==> config.mk <==
export PLATFORM = sky130hd
export DESIGN_NAME = metering_threshold_calibration_regs
export DESIGN_NICKNAME = d
export VERILOG_FILES = /design/src/inc/cal_regs_pkg.sv /design/src/core/metering_threshold_calibration_regs.sv
export SDC_FILE = /design/constraint.sdc
export NUM_CORES = 1
export LEC_CHECK = 0
export CORE_MARGIN = 5
export CORE_UTILIZATION = 40
export DETAILED_ROUTE_END_ITERATION = 16
export DONT_BUFFER_PORTS = 1
export PLACE_DENSITY = 0.6
export SYNTH_ARGS = -nofsm -noshare
export SYNTH_HDL_FRONTEND = slang
export SYNTH_SLANG_ARGS = --single-unit
==> constraint.sdc <==
create_clock -name clk -period 2.4 [get_ports clk]
set_input_delay 0.24 -clock clk [delete_from_list [all_inputs] [get_ports clk]]
set_output_delay 0.24 -clock clk [all_outputs]
set_load 0.05 [all_outputs]
==> src/inc/cal_regs_pkg.sv <==
package cal_regs_pkg;
    // ---------------------------------------------------------------
    // register offsets
    // ---------------------------------------------------------------
    localparam logic [7:0] ADDR_COMP_A = 8'h85;
    localparam logic [7:0] ADDR_COMP_B = 8'h86;
    localparam logic [7:0] ADDR_COMP_C = 8'h87;
    localparam logic [7:0] ADDR_CREEP = 8'h88;
    localparam logic [7:0] ADDR_CREEP2 = 8'h89;
    localparam logic [7:0] ADDR_REV_RMS = 8'h8a;
    localparam logic [7:0] ADDR_QUICK = 8'h8b;
    localparam logic [7:0] ADDR_PEAK = 8'h8c;
    localparam logic [7:0] ADDR_NCMP = 8'h8d;
    localparam logic [7:0] ADDR_SAG_ZX = 8'h8e;
    localparam logic [7:0] ADDR_SAG_LC = 8'h8f;
    localparam logic [7:0] ADDR_NPHCAL = 8'h90;
    localparam logic [7:0] ADDR_SGAIN = 8'h91;
    localparam logic [7:0] ADDR_SOFS = 8'h92;
    localparam logic [7:0] ADDR_SHDN = 8'h93;
    localparam logic [7:0] ADDR_RSVD = 8'h94;
    localparam logic [7:0] ADDR_USER_MODE_SELECT_1 = 8'h96;
    localparam logic [7:0] ADDR_USER_MODE_SELECT_2 = 8'h97;
    localparam logic [7:0] ADDR_USER_MODE_SELECT_3 = 8'h98;
    localparam logic [7:0] ADDR_INTERRUPT_MASK_FIRST = 8'h9a;
    localparam logic [7:0] ADDR_STATUS = 8'h99;
    localparam logic [7:0] ADDR_SOFTRST = 8'h9f;
    // ---------------------------------------------------------------
    // reset values
    // ---------------------------------------------------------------
    localparam logic [23:0] RST_ZERO = 24'h00_0000;
    localparam logic [23:0] RST_CREEP = 24'h04_c04c;
    localparam logic [23:0] RST_REV_RMS = 24'h04_c200;
    localparam logic [23:0] RST_QUICK = 24'h20_ffff;
    localparam logic [23:0] RST_ONES = 24'hff_ffff;
    localparam logic [23:0] RST_SAG_ZX = 24'h04_ffff;
    localparam logic [23:0] RST_SAG_LC = 24'h10_0009;
    localparam logic [23:0] RST_RSVD = 24'h00_07ff;
    // soft reset keys
    localparam logic [23:0] KEY_MEAS = 24'h5a_5a5a;
    localparam logic [23:0] KEY_CAL = 24'h55_aa55;
    // ---------------------------------------------------------------
    // field positions
    // ---------------------------------------------------------------
    localparam int HI_LSB = 12;
    localparam int SAGCNT_LSB = 16;
    localparam int USER_MODE_SELECT_3_NSEL = 4;
    localparam int GAIN_W = 16;
    localparam int SHDN_W = 11;
    localparam int RSVD_W = 16;
    localparam logic [SHDN_W-1:0] SHDN_MASK = 11'h7_3c;
    // status bit positions (sticky)
    localparam int ST_NCMP = 0;
    localparam int ST_SAG = 1;
    localparam int ST_ZXTO = 2;
    localparam int ST_W = 3;
endpackage

==> src/core/metering_threshold_calibration_regs.sv <==
`timescale 1ns/1ps
// Summary of operation
// - neutral flag is 0 when neutral rms below threshold, else 1
// - user mode 3 bit 4 picks summed-current rms or measured neutral rms
// - sag interrupt when voltage stays below sag threshold longer than sag period
// - sag period count sits in bits 23:16, resets to 04h
// - zero-cross timeout interrupt when no crossing within bits 15:0 count
// - line cycle count in bits 11:0; value plus one is cycles
// - each set shutdown bit powers down one channel converter
// - quick rms: bits 23:21 refresh period, bits 20:0 threshold
// - peak register: current threshold 23:12, voltage threshold 11:0, resets ones
// - anti-creep register: reactive 23:12, active 11:0, resets 04c04c
// - combined anti-creep register: reactive 23:12, active 11:0, resets zero
// - reverse power threshold 23:12, rms small-signal threshold 11:0, resets 04c200
// - first mask gates each interrupt source onto first request output
// - per-phase reactive compensation values are 12-bit two's complement
// - 24-bit neutral phase calibration applied to neutral channel
// - summed rms path uses 16-bit gain and 24-bit offset
// - key 5a5a5a resets measurements, key 55aa55 resets calibration bank
module metering_threshold_calibration_regs
    import cal_regs_pkg::*;
(
    // clock and reset
    input wire logic clk,
    input wire logic rst_b,
    // register port
    input wire logic [7:0] reg_addr,
    input wire logic [23:0] reg_wdata,
    input wire logic reg_wr,
    input wire logic reg_rd,
    output logic [23:0] reg_rdata_ff,
    // metering datapath inputs, same clock
    input wire logic [23:0] summed_current_rms,
    input wire logic [23:0] neutral_current_rms,
    input wire logic [11:0] voltage_abs,
    input wire logic line_cycle_tick,
    input wire logic zero_cross,
    input wire logic sample_tick,
    // settings toward datapath
    output logic [11:0] comp_a_ff,
    output logic [11:0] comp_b_ff,
    output logic [11:0] comp_c_ff,
    output logic [23:0] creep_ff,
    output logic [23:0] creep2_ff,
    output logic [23:0] rev_rms_ff,
    output logic [23:0] quick_rms_ff,
    output logic [23:0] peak_ff,
    output logic [11:0] line_cycle_count_ff,
    output logic [23:0] neutral_phase_calibration_ff,
    output logic [GAIN_W-1:0] summed_current_rms_gain_ff,
    output logic [23:0] summed_current_rms_offset_ff,
    output logic [SHDN_W-1:0] channel_converter_shutdown_ff,
    output logic [23:0] user_mode_select_1_ff,
    output logic [23:0] user_mode_select_2_ff,
    output logic [23:0] user_mode_select_3_ff,
    output logic measure_reset_ff,
    // status and interrupt
    output logic neutral_compare_flag_ff,
    output logic interrupt_request_first_ff
);

    // ---------------------------------------------------------------
    // local state
    // ---------------------------------------------------------------
    // settings kept inside the block
    logic [23:0] ncmp_ff;
    logic [23:0] sag_zx_ff;
    logic [11:0] sag_threshold_ff;
    logic [23:0] interrupt_mask_first_ff;

    // sticky interrupt bits
    logic [ST_W-1:0] status_ff;

    // sag timer
    logic [7:0] sag_run_ff;
    logic sag_done_ff;

    // zero-cross timer
    logic [15:0] zx_cnt_ff;
    logic zx_done_ff;

    // combinational helpers
    logic cal_clear;
    logic [23:0] nrms_sel;
    logic sag_event;
    logic zx_event;
    logic [ST_W-1:0] events;
    // shared decodes, named once
    logic wr_softrst;
    logic status_rd;
    logic sag_restart;
    logic sag_due;
    logic zx_due;

    // ---------------------------------------------------------------
    // decode helpers
    // ---------------------------------------------------------------
    // address match for writes, reads and keys
    function automatic logic hit(input logic [7:0] a, input logic [7:0] want);
        return a == want;
    endfunction

    // a key counts only as a full word
    function automatic logic key_hit(input logic [23:0] d, input logic [23:0] key);
        return d == key;
    endfunction

    // soft reset address keeps nothing; only keys act
    assign wr_softrst = reg_wr && hit(reg_addr, ADDR_SOFTRST);

    // status read doubles as the clear strobe
    assign status_rd = reg_rd && hit(reg_addr, ADDR_STATUS);

    // bank reset: pin reset or calibration key
    // measurement key leaves this bank alone
    assign cal_clear = wr_softrst && key_hit(reg_wdata, KEY_CAL);

    // ---------------------------------------------------------------
    // calibration registers
    // ---------------------------------------------------------------
    // all writable settings; reserved address has no storage at all
    // calibration key acts like a pin reset here
    // writes land the cycle after the strobe
    always_ff @(posedge clk) begin
        if (!rst_b || cal_clear) begin
            comp_a_ff <= RST_ZERO[11:0];
            comp_b_ff <= RST_ZERO[11:0];
            comp_c_ff <= RST_ZERO[11:0];
            creep_ff <= RST_CREEP;
            creep2_ff <= RST_ZERO;
            rev_rms_ff <= RST_REV_RMS;
            quick_rms_ff <= RST_QUICK;
            peak_ff <= RST_ONES;
            ncmp_ff <= RST_ONES;
            sag_zx_ff <= RST_SAG_ZX;
            sag_threshold_ff <= RST_SAG_LC[23:HI_LSB];
            line_cycle_count_ff <= RST_SAG_LC[11:0];
            neutral_phase_calibration_ff <= RST_ZERO;
            summed_current_rms_gain_ff <= RST_ZERO[GAIN_W-1:0];
            summed_current_rms_offset_ff <= RST_ZERO;
            channel_converter_shutdown_ff <= RST_ZERO[SHDN_W-1:0];
            user_mode_select_1_ff <= RST_ZERO;
            user_mode_select_2_ff <= RST_ZERO;
            user_mode_select_3_ff <= RST_ZERO;
            interrupt_mask_first_ff <= RST_ZERO;
        end else if (reg_wr) begin
            case (reg_addr)
                ADDR_COMP_A: comp_a_ff <= reg_wdata[11:0];
                ADDR_COMP_B: comp_b_ff <= reg_wdata[11:0];
                ADDR_COMP_C: comp_c_ff <= reg_wdata[11:0];
                ADDR_CREEP: creep_ff <= reg_wdata;
                ADDR_CREEP2: creep2_ff <= reg_wdata;
                ADDR_REV_RMS: rev_rms_ff <= reg_wdata;
                ADDR_QUICK: quick_rms_ff <= reg_wdata;
                ADDR_PEAK: peak_ff <= reg_wdata;
                ADDR_NCMP: ncmp_ff <= reg_wdata;
                ADDR_SAG_ZX: sag_zx_ff <= reg_wdata;
                // two 12-bit fields share one word
                ADDR_SAG_LC: begin
                    sag_threshold_ff <= reg_wdata[23:HI_LSB];
                    line_cycle_count_ff <= reg_wdata[11:0];
                end
                ADDR_NPHCAL: neutral_phase_calibration_ff <= reg_wdata;
                ADDR_SGAIN: summed_current_rms_gain_ff <= reg_wdata[GAIN_W-1:0];
                ADDR_SOFS: summed_current_rms_offset_ff <= reg_wdata;
                // only the seven documented channel bits are kept
                ADDR_SHDN: channel_converter_shutdown_ff <= reg_wdata[SHDN_W-1:0] & SHDN_MASK;
                ADDR_USER_MODE_SELECT_1: user_mode_select_1_ff <= reg_wdata;
                ADDR_USER_MODE_SELECT_2: user_mode_select_2_ff <= reg_wdata;
                ADDR_USER_MODE_SELECT_3: user_mode_select_3_ff <= reg_wdata;
                ADDR_INTERRUPT_MASK_FIRST: interrupt_mask_first_ff <= reg_wdata;
                // reserved, status and key addresses keep nothing
                default: ;
            endcase
        end
    end

    // measured-parameter reset request, one cycle
    // those registers live in the datapath; only the request leaves
    always_ff @(posedge clk) begin
        if (!rst_b) begin
            measure_reset_ff <= 1'b0;
        end else begin
            measure_reset_ff <= wr_softrst && key_hit(reg_wdata, KEY_MEAS);
        end
    end

    // ---------------------------------------------------------------
    // neutral comparison
    // ---------------------------------------------------------------
    // source picked by user mode 3
    assign nrms_sel = user_mode_select_3_ff[USER_MODE_SELECT_3_NSEL] ? neutral_current_rms : summed_current_rms;

    // unsigned compare; equal is not below, so the flag sets
    // flag lags the rms inputs by one cycle
    always_ff @(posedge clk) begin
        if (!rst_b) begin
            neutral_compare_flag_ff <= 1'b0;
        end else begin
            neutral_compare_flag_ff <= !(nrms_sel < ncmp_ff);
        end
    end

    // ---------------------------------------------------------------
    // sag detection
    // ---------------------------------------------------------------
    // single samples decide; no filter, so noise restarts a run
    assign sag_restart = sample_tick && voltage_abs >= sag_threshold_ff;
    // run has lasted the programmed line cycles
    assign sag_due = sag_run_ff >= sag_zx_ff[23:SAGCNT_LSB];

    // counts line cycles spent below threshold; a sample above restarts it
    // resolution is one line cycle
    always_ff @(posedge clk) begin
        if (!rst_b) begin
            sag_run_ff <= 8'h00;
            sag_done_ff <= 1'b0;
        end else if (sag_restart) begin
            sag_run_ff <= 8'h00;
            sag_done_ff <= 1'b0;
        end else if (line_cycle_tick && !sag_done_ff) begin
            if (sag_due) begin
                sag_done_ff <= 1'b1;
            end else begin
                sag_run_ff <= sag_run_ff + 8'h01;
            end
        end
    end
    // one event per sag, rising edge of done
    assign sag_event = line_cycle_tick && !sag_done_ff && !sag_restart && sag_due;

    // ---------------------------------------------------------------
    // zero-cross timeout
    // ---------------------------------------------------------------
    // count reached the programmed timeout
    assign zx_due = zx_cnt_ff >= sag_zx_ff[15:0];

    // timed in sample ticks; fires once until the next crossing
    // a timeout of zero fires on the first sample
    always_ff @(posedge clk) begin
        if (!rst_b) begin
            zx_cnt_ff <= 16'h0000;
            zx_done_ff <= 1'b0;
        end else if (zero_cross) begin
            zx_cnt_ff <= 16'h0000;
            zx_done_ff <= 1'b0;
        end else if (sample_tick && !zx_done_ff) begin
            if (zx_due) begin
                zx_done_ff <= 1'b1;
            end else begin
                zx_cnt_ff <= zx_cnt_ff + 16'h0001;
            end
        end
    end
    assign zx_event = !zero_cross && sample_tick && !zx_done_ff && zx_due;

    // ---------------------------------------------------------------
    // interrupt status and request
    // ---------------------------------------------------------------
    // neutral flag is a level; it re-sets status while high
    always_comb begin
        events = '0;
        events[ST_NCMP] = neutral_compare_flag_ff;
        events[ST_SAG] = sag_event;
        events[ST_ZXTO] = zx_event;
    end

    // read clears, but a same-cycle event wins
    // the read returns the bits from before the clear
    always_ff @(posedge clk) begin
        if (!rst_b || cal_clear) begin
            status_ff <= '0;
        end else if (status_rd) begin
            status_ff <= events;
        end else begin
            status_ff <= status_ff | events;
        end
    end

    // level request while any unmasked sticky bit is set
    // upper mask bits are stored but have no source yet
    always_ff @(posedge clk) begin
        if (!rst_b) begin
            interrupt_request_first_ff <= 1'b0;
        end else begin
            interrupt_request_first_ff <= |(status_ff & interrupt_mask_first_ff[ST_W-1:0]);
        end
    end

    // ---------------------------------------------------------------
    // read port
    // ---------------------------------------------------------------
    // unmapped addresses read zero; data valid from the cycle after
    // narrow registers read zero in unused upper bits
    // data holds until the next read
    always_ff @(posedge clk) begin
        if (!rst_b) begin
            reg_rdata_ff <= RST_ZERO;
        end else if (reg_rd) begin
            case (reg_addr)
                ADDR_COMP_A: reg_rdata_ff <= {12'h000, comp_a_ff};
                ADDR_COMP_B: reg_rdata_ff <= {12'h000, comp_b_ff};
                ADDR_COMP_C: reg_rdata_ff <= {12'h000, comp_c_ff};
                ADDR_CREEP: reg_rdata_ff <= creep_ff;
                ADDR_CREEP2: reg_rdata_ff <= creep2_ff;
                ADDR_REV_RMS: reg_rdata_ff <= rev_rms_ff;
                ADDR_QUICK: reg_rdata_ff <= quick_rms_ff;
                ADDR_PEAK: reg_rdata_ff <= peak_ff;
                ADDR_NCMP: reg_rdata_ff <= ncmp_ff;
                ADDR_SAG_ZX: reg_rdata_ff <= sag_zx_ff;
                ADDR_SAG_LC: reg_rdata_ff <= {sag_threshold_ff, line_cycle_count_ff};
                ADDR_NPHCAL: reg_rdata_ff <= neutral_phase_calibration_ff;
                ADDR_SGAIN: reg_rdata_ff <= {8'h00, summed_current_rms_gain_ff};
                ADDR_SOFS: reg_rdata_ff <= summed_current_rms_offset_ff;
                ADDR_SHDN: reg_rdata_ff <= {13'h0000, channel_converter_shutdown_ff};
                ADDR_RSVD: reg_rdata_ff <= RST_RSVD;
                ADDR_USER_MODE_SELECT_1: reg_rdata_ff <= user_mode_select_1_ff;
                ADDR_USER_MODE_SELECT_2: reg_rdata_ff <= user_mode_select_2_ff;
                ADDR_USER_MODE_SELECT_3: reg_rdata_ff <= user_mode_select_3_ff;
                ADDR_STATUS: reg_rdata_ff <= {21'h00_0000, status_ff};
                ADDR_INTERRUPT_MASK_FIRST: reg_rdata_ff <= interrupt_mask_first_ff;
                default: reg_rdata_ff <= RST_ZERO;
            endcase
        end
    end

endmodule // metering_threshold_calibration_regs

# Yosys cells after proc, flatten, opt, wreduce, memory -nomap -nowiden
# Index checks and enable logic that the tools add are counted.
# Widths: inputs -> output; s select.
word_totals:
  ff_bits: 451
  out_inout_bits: 342
op_classes:
  n_addsub: 2
  n_lt_le_gt_ge: 4
  eq_ne: 24
  mux: 3
  bitwise: 5
  reduce_logical: 45
ops:
  columns: ["cell", "n"]
  rows:
  - ["$pmux 24 s21", 1]
  - ["$eq 8x8->1 const B", 22]
  - ["$eq 24x23->1 const B", 2]
  - ["$reduce_and 2->1", 23]
  - ["$lt 24x24->1", 1]
  - ["$mux 24", 1]
  - ["$add 16x1->16 const B", 1]
  - ["$ge 16x16->1", 1]
  - ["$ge 12x12->1", 1]
  - ["$logic_and 1x1->1", 12]
  - ["$add 8x1->8 const B", 1]
  - ["$ge 8x8->1", 1]
  - ["$logic_not 1->1", 6]
  - ["$reduce_or 2->1", 2]
  - ["$and 3x3->3", 1]
  - ["$mux 3", 1]
  - ["$not 1->1", 3]
  - ["$or 3x3->3", 1]
  - ["$reduce_or 3->1", 1]
  - ["$logic_or 1x1->1", 1]

# Logic depth before layout (Yosys ltp)
depth:
  depth_word: 7
  mapped_depth: 10
  mapped_depth_nobuf: 8

# Worst setup path after synthesis
# OpenSTA, ideal clock, no wires.
synth_path:
  path_kind: "flip-flop to flip-flop"
  startpoint: "register user_mode_select_3_ff[4]"
  endpoint: "register neutral_compare_flag_ff"
  setup_time_ns: 0.120
  arrival_time_ns: 2.841
  required_time_ns: 2.280
  slack_ns: -0.560
  path_stages_with_launch: 10
  path_buffers: 2
  period_less_slack_ns: 2.960
  path_cell_list: "dfxtp_1 > clkbuf_1 > clkbuf_1 > mux2_2 > ha_1 > a21o_1 > a21o_1 > a211oi_1 > o21ai_0 > o31a_1"
synth_between:
  elab_chain_cells: 3
synth_rtl:
  columns: ["item", "line_no", "text"]
  rows:
  - ["from (decl)", "metering_threshold_calibration_regs.sv:55", "output logic [23:0] user_mode_select_3_ff,"]
  - ["from (signal assigned)", "metering_threshold_calibration_regs.sv:170", "ADDR_USER_MODE_SELECT_3: user_mode_select_3_ff <= reg_wdata;"]
  - ["$mux 24", "metering_threshold_calibration_regs.sv:192", "assign nrms_sel = user_mode_select_3_ff[USER_MODE_SELECT_3_NSEL] ? neutral_current_rms : summed_current_rms;"]
  - ["$lt 24x24->1", "metering_threshold_calibration_regs.sv:200", "neutral_compare_flag_ff <= !(nrms_sel < ncmp_ff);"]
  - ["$logic_not 1->1", "metering_threshold_calibration_regs.sv:200", null]
  - ["to (signal assigned)", "metering_threshold_calibration_regs.sv:200", null]
  - ["to (decl)", "metering_threshold_calibration_regs.sv:58", "output logic neutral_compare_flag_ff,"]
# Every way passes these cells.
# A chain may end at the register's enable or synchronous reset.

# Final worst setup path
layout_path:
  startpoint: "register zx_cnt_ff[0]"
  endpoint: "register zx_cnt_ff[6]"
layout_between:
  elab_chain_cells: 3
layout_rtl:
  columns: ["item", "line_no", "text"]
  rows:
  - ["from (decl)", "metering_threshold_calibration_regs.sv:79", "logic [15:0] zx_cnt_ff;"]
  - ["from (signal assigned)", "metering_threshold_calibration_regs.sv:251", "zx_cnt_ff <= zx_cnt_ff + 16'h0001;"]
  - ["$ge 16x16->1", "metering_threshold_calibration_regs.sv:236", "assign zx_due = zx_cnt_ff >= sag_zx_ff[15:0];"]
  - ["$not 1->1 (no line)", null, null]
  - ["$reduce_and 2->1 (no line)", null, null]
# Parallel ways exist; a longest one is shown, timed or not.

==> metrics <==
status=finished clean; Internal=0.0127 W; Crit path max-delay family=compound AO/OA/AOI/OAI gates; register area=9040 um^2; Slew Limit Fails=0; ys async rst share=0%; post-synthesis sequential area ratio=42.7%; area delta synth->final=25.1%; RSZ-0062 raised after global routing=true; antenna-violating nets left=0; GRT overflow=0; Vias=22859; layout cells sized above 1=17.7%; post-route insts no fill=3696; commonest cells after routing, fill and taps aside=nand2_1, dfxtp_1, a21oi_1; # IOs=441; Clock Power Share=48.9%; initial core utilization=40.3%; DPL Wire Length=78000 um; worst clock skew=14.5 ps; CTS clk-pin slew, worst paths=60 ps; Yosys warning count=0; Distinct cells, synth=77; Worst Path Buf+Inv=1; Final Hold Vio Count=0; setup slack at placement=-174 ps; Setup-failing EPs final=0; syn_area_per_cell=7.67 um^2; largest net degree at the start of global routing=81; first-pass GRT wire length=155000 um; EDFF count, synth=0; routability-driven placement congestion ratio=0.980; worst path arrival time=2910 ps; worst skew pair latency=610 ps; CP Max Fanout=4; maximum root-to-sink buffer count=3; Via density=6.18; ys flop type=dfxtp_1; Switching Power=0.00408 W; fillers=4987; Synth Cell Area=21100 um^2; most common cell after layout, fill and taps aside=nand2_1; crit path capture type=flop; Worst setup SP type=flop; fmax=418 MHz; clock sink count=451; P_leak=9.99 nW; root buffer cell=clkbuf_16; die area=57500 um^2; Die H=240 um; Worst Slack Setup Final=7.03 ps; CP max-delay cell=or4_1; vias in the first global route=20849; slowest stage delay, CP=480 ps; worst rel slew slack=16.2%; CTS Buf Count=50; proportion of power drawn by combinational gates=6.2%; worst hold path startpoint=reg_addr[0]; Nets=3126; area of the multi-input gates=11000 um^2; Least-Margin Pin Slew=1250 ps; Core ar.=52400 um^2; Period Utilization, post-route=99.7%; max-cap viol count=0; crit path cell chain=inv_2 > ha_4 > nand2b_4 > a2111o_1 > a311oi_4 > o21ai_2 > or4_1 > a21oi_1; final WL=111000 um; min Tclk post-route=2390 ps; worst setup path startpoint=zx_cnt_ff[0]; WS Path Type=reg -> reg; worst endpoint required time=2910 ps; CTS tree=done; #FFs+latches synth=451; HP Class=in -> reg; Rows=84; Sw Ratio=24.4%; Port Buf Inserts=0; Cells after Synth=2753; placed cells=3554; Initial DRC Count=3274; maximum VDD drop=520 uV; Post-route DRC=0; pwr/cell area=634 nW/um^2; detailed-route wire length per cell=30.0 um; Worst R2R Start=zx_cnt_ff[0]; Flop pwr share=44.9%; H-tree depth=2; number of iterations in the first detailed-routing pass=9; initial antenna violation count=4; Die X=240 um; GRT Overall Usage=36.5%
==> worst reg2reg max path, delay by kind of cell (launching register included) <==
kind / cells / cell delay (ps)
AOI/OAI and AO/OA: 4 / 1120
adders and majority gates: 1 / 190
buffers and inverters: 1 / 70
DFF: 1 / 330
and+or+nand+nor: 2 / 600
==> power groups by stage <==
stage,Sequential [W],Combinational (W),Clock (W)
global route,0.00753,0.00105,0.00852
finish,0.00753,0.00103,0.00820
detailed placement,0.00770,0.000713,0
global placement,0.00770,0.000703,0
CTS,0.00753,0.000989,0.00822
floorplan,0.00771,0.000547,0
==> sequential cells by signal, summed over array words and instances, names as in the netlist, 16 cells and up <==
register                      count
user_mode_select_3_ff            24
ncmp_ff                          24
creep_ff                         24
user_mode_select_1_ff            24
reg_rdata_ff                     24
interrupt_mask_first_ff          24
quick_rms_ff                     24
rev_rms_ff                       24
creep2_ff                        24
neutral_phase_calibration_ff     24
summed_current_rms_offset_ff     24
sag_zx_ff                        24
user_mode_select_2_ff            24
zx_cnt_ff                        16
summed_current_rms_gain_ff       16
peak_ff                          24
==> synthesized netlist by cell type, drive strengths merged (11+ instances only) <==
library cell | count | area [um^2]
dfxtp | 451 | 9030
a21oi | 372 | 1860
nor2b | 15 | 93.8
mux2i | 46 | 460
nand3 | 120 | 601
nand2b | 12 | 75.1
nand4 | 14 | 87.6
o21ai | 72 | 364
nand2 | 825 | 3100
a31oi | 16 | 100
inv | 68 | 255
nor2 | 78 | 320
a221oi | 26 | 228
buf | 101 | 514
a222oi | 11 | 110
and3 | 14 | 87.6
o211ai | 56 | 420
clkbuf | 137 | 514
o22ai | 14 | 87.6
ha | 61 | 763
mux2 | 28 | 315
nor3 | 19 | 100
a22oi | 61 | 458
or3 | 12 | 75.1
==> stage by stage <==
stage | hold WS [ps] | utilization, % | total power (W) | setup TNS, ps | cell area (um^2)
global route | 25.3 | 50.4 | 0.0171 | -339 | 26400
global placement | 368 | 45.8 | 0.00840 | -713 | 24000
floorplan | 376 | - | 0.00826 | 0 | 21200
CTS | 0.291 | 50.1 | 0.0167 | 0 | 26300
detailed placement | 373 | 45.8 | 0.00841 | -891 | 24000
finish | 24.3 | 50.4 | 0.0168 | 0 | 26400
==> cell families (layout without fill, tap and decap cells) <==
logic type,count (synthesis),in the layout,share of synthesized area [%]
compound gates,704,704,20.2
xor+xnor,4,4,0.166
fa+ha+maj,61,61,3.61
buf+inv,307,555,6.09
flops,451,451,42.7
mux,79,79,4.21
other cells,1,8,0.0178
simple gates,1146,1146,22.9
==> worst paths after layout <==
check                           to  slack (ps)  depth (start not counted)
hold / removal    reg_rdata_ff[20]          20                          3
hold reg to reg        sag_done_ff         450                          2
setup / recovery      zx_cnt_ff[6]           7                          8
setup reg to reg      zx_cnt_ff[6]           7                          8
==> area by class of cell <==
| class | instances | area share (%) |
|---|---|---|
| antenna | 4 | 0.0379 |
| clock buffer | 72 | 5.82 |
| clock inverter | 18 | 0.762 |
| inverter | 69 | 0.980 |
| multi-input combinational | 1998 | 41.7 |
| sequential | 451 | 34.2 |
| tap | 688 | 3.26 |
| timing repair buffer | 396 | 13.2 |
==> per-layer routing <==
layer / vias to the layer above / track usage [%] / wire length [um]
li1: 9949 / - / -
met1: 10873 / 47.4 / 41200
met2: 1691 / 54.1 / 46700
met3: 346 / 14.4 / 16800
met4: 0 / 15.4 / 6220
met5: - / 0 / 0
==> repair_timing <==
item,CTS,global route
pin swaps,7,19
setup buffers,3,2
setup endpoints to repair,15,16
resized for setup,7,20
gates cloned,1,0
hold buffers,42,0
endpoints found under the hold margin,425,0
Note: power is estimated with default switching activity, not from simulation.
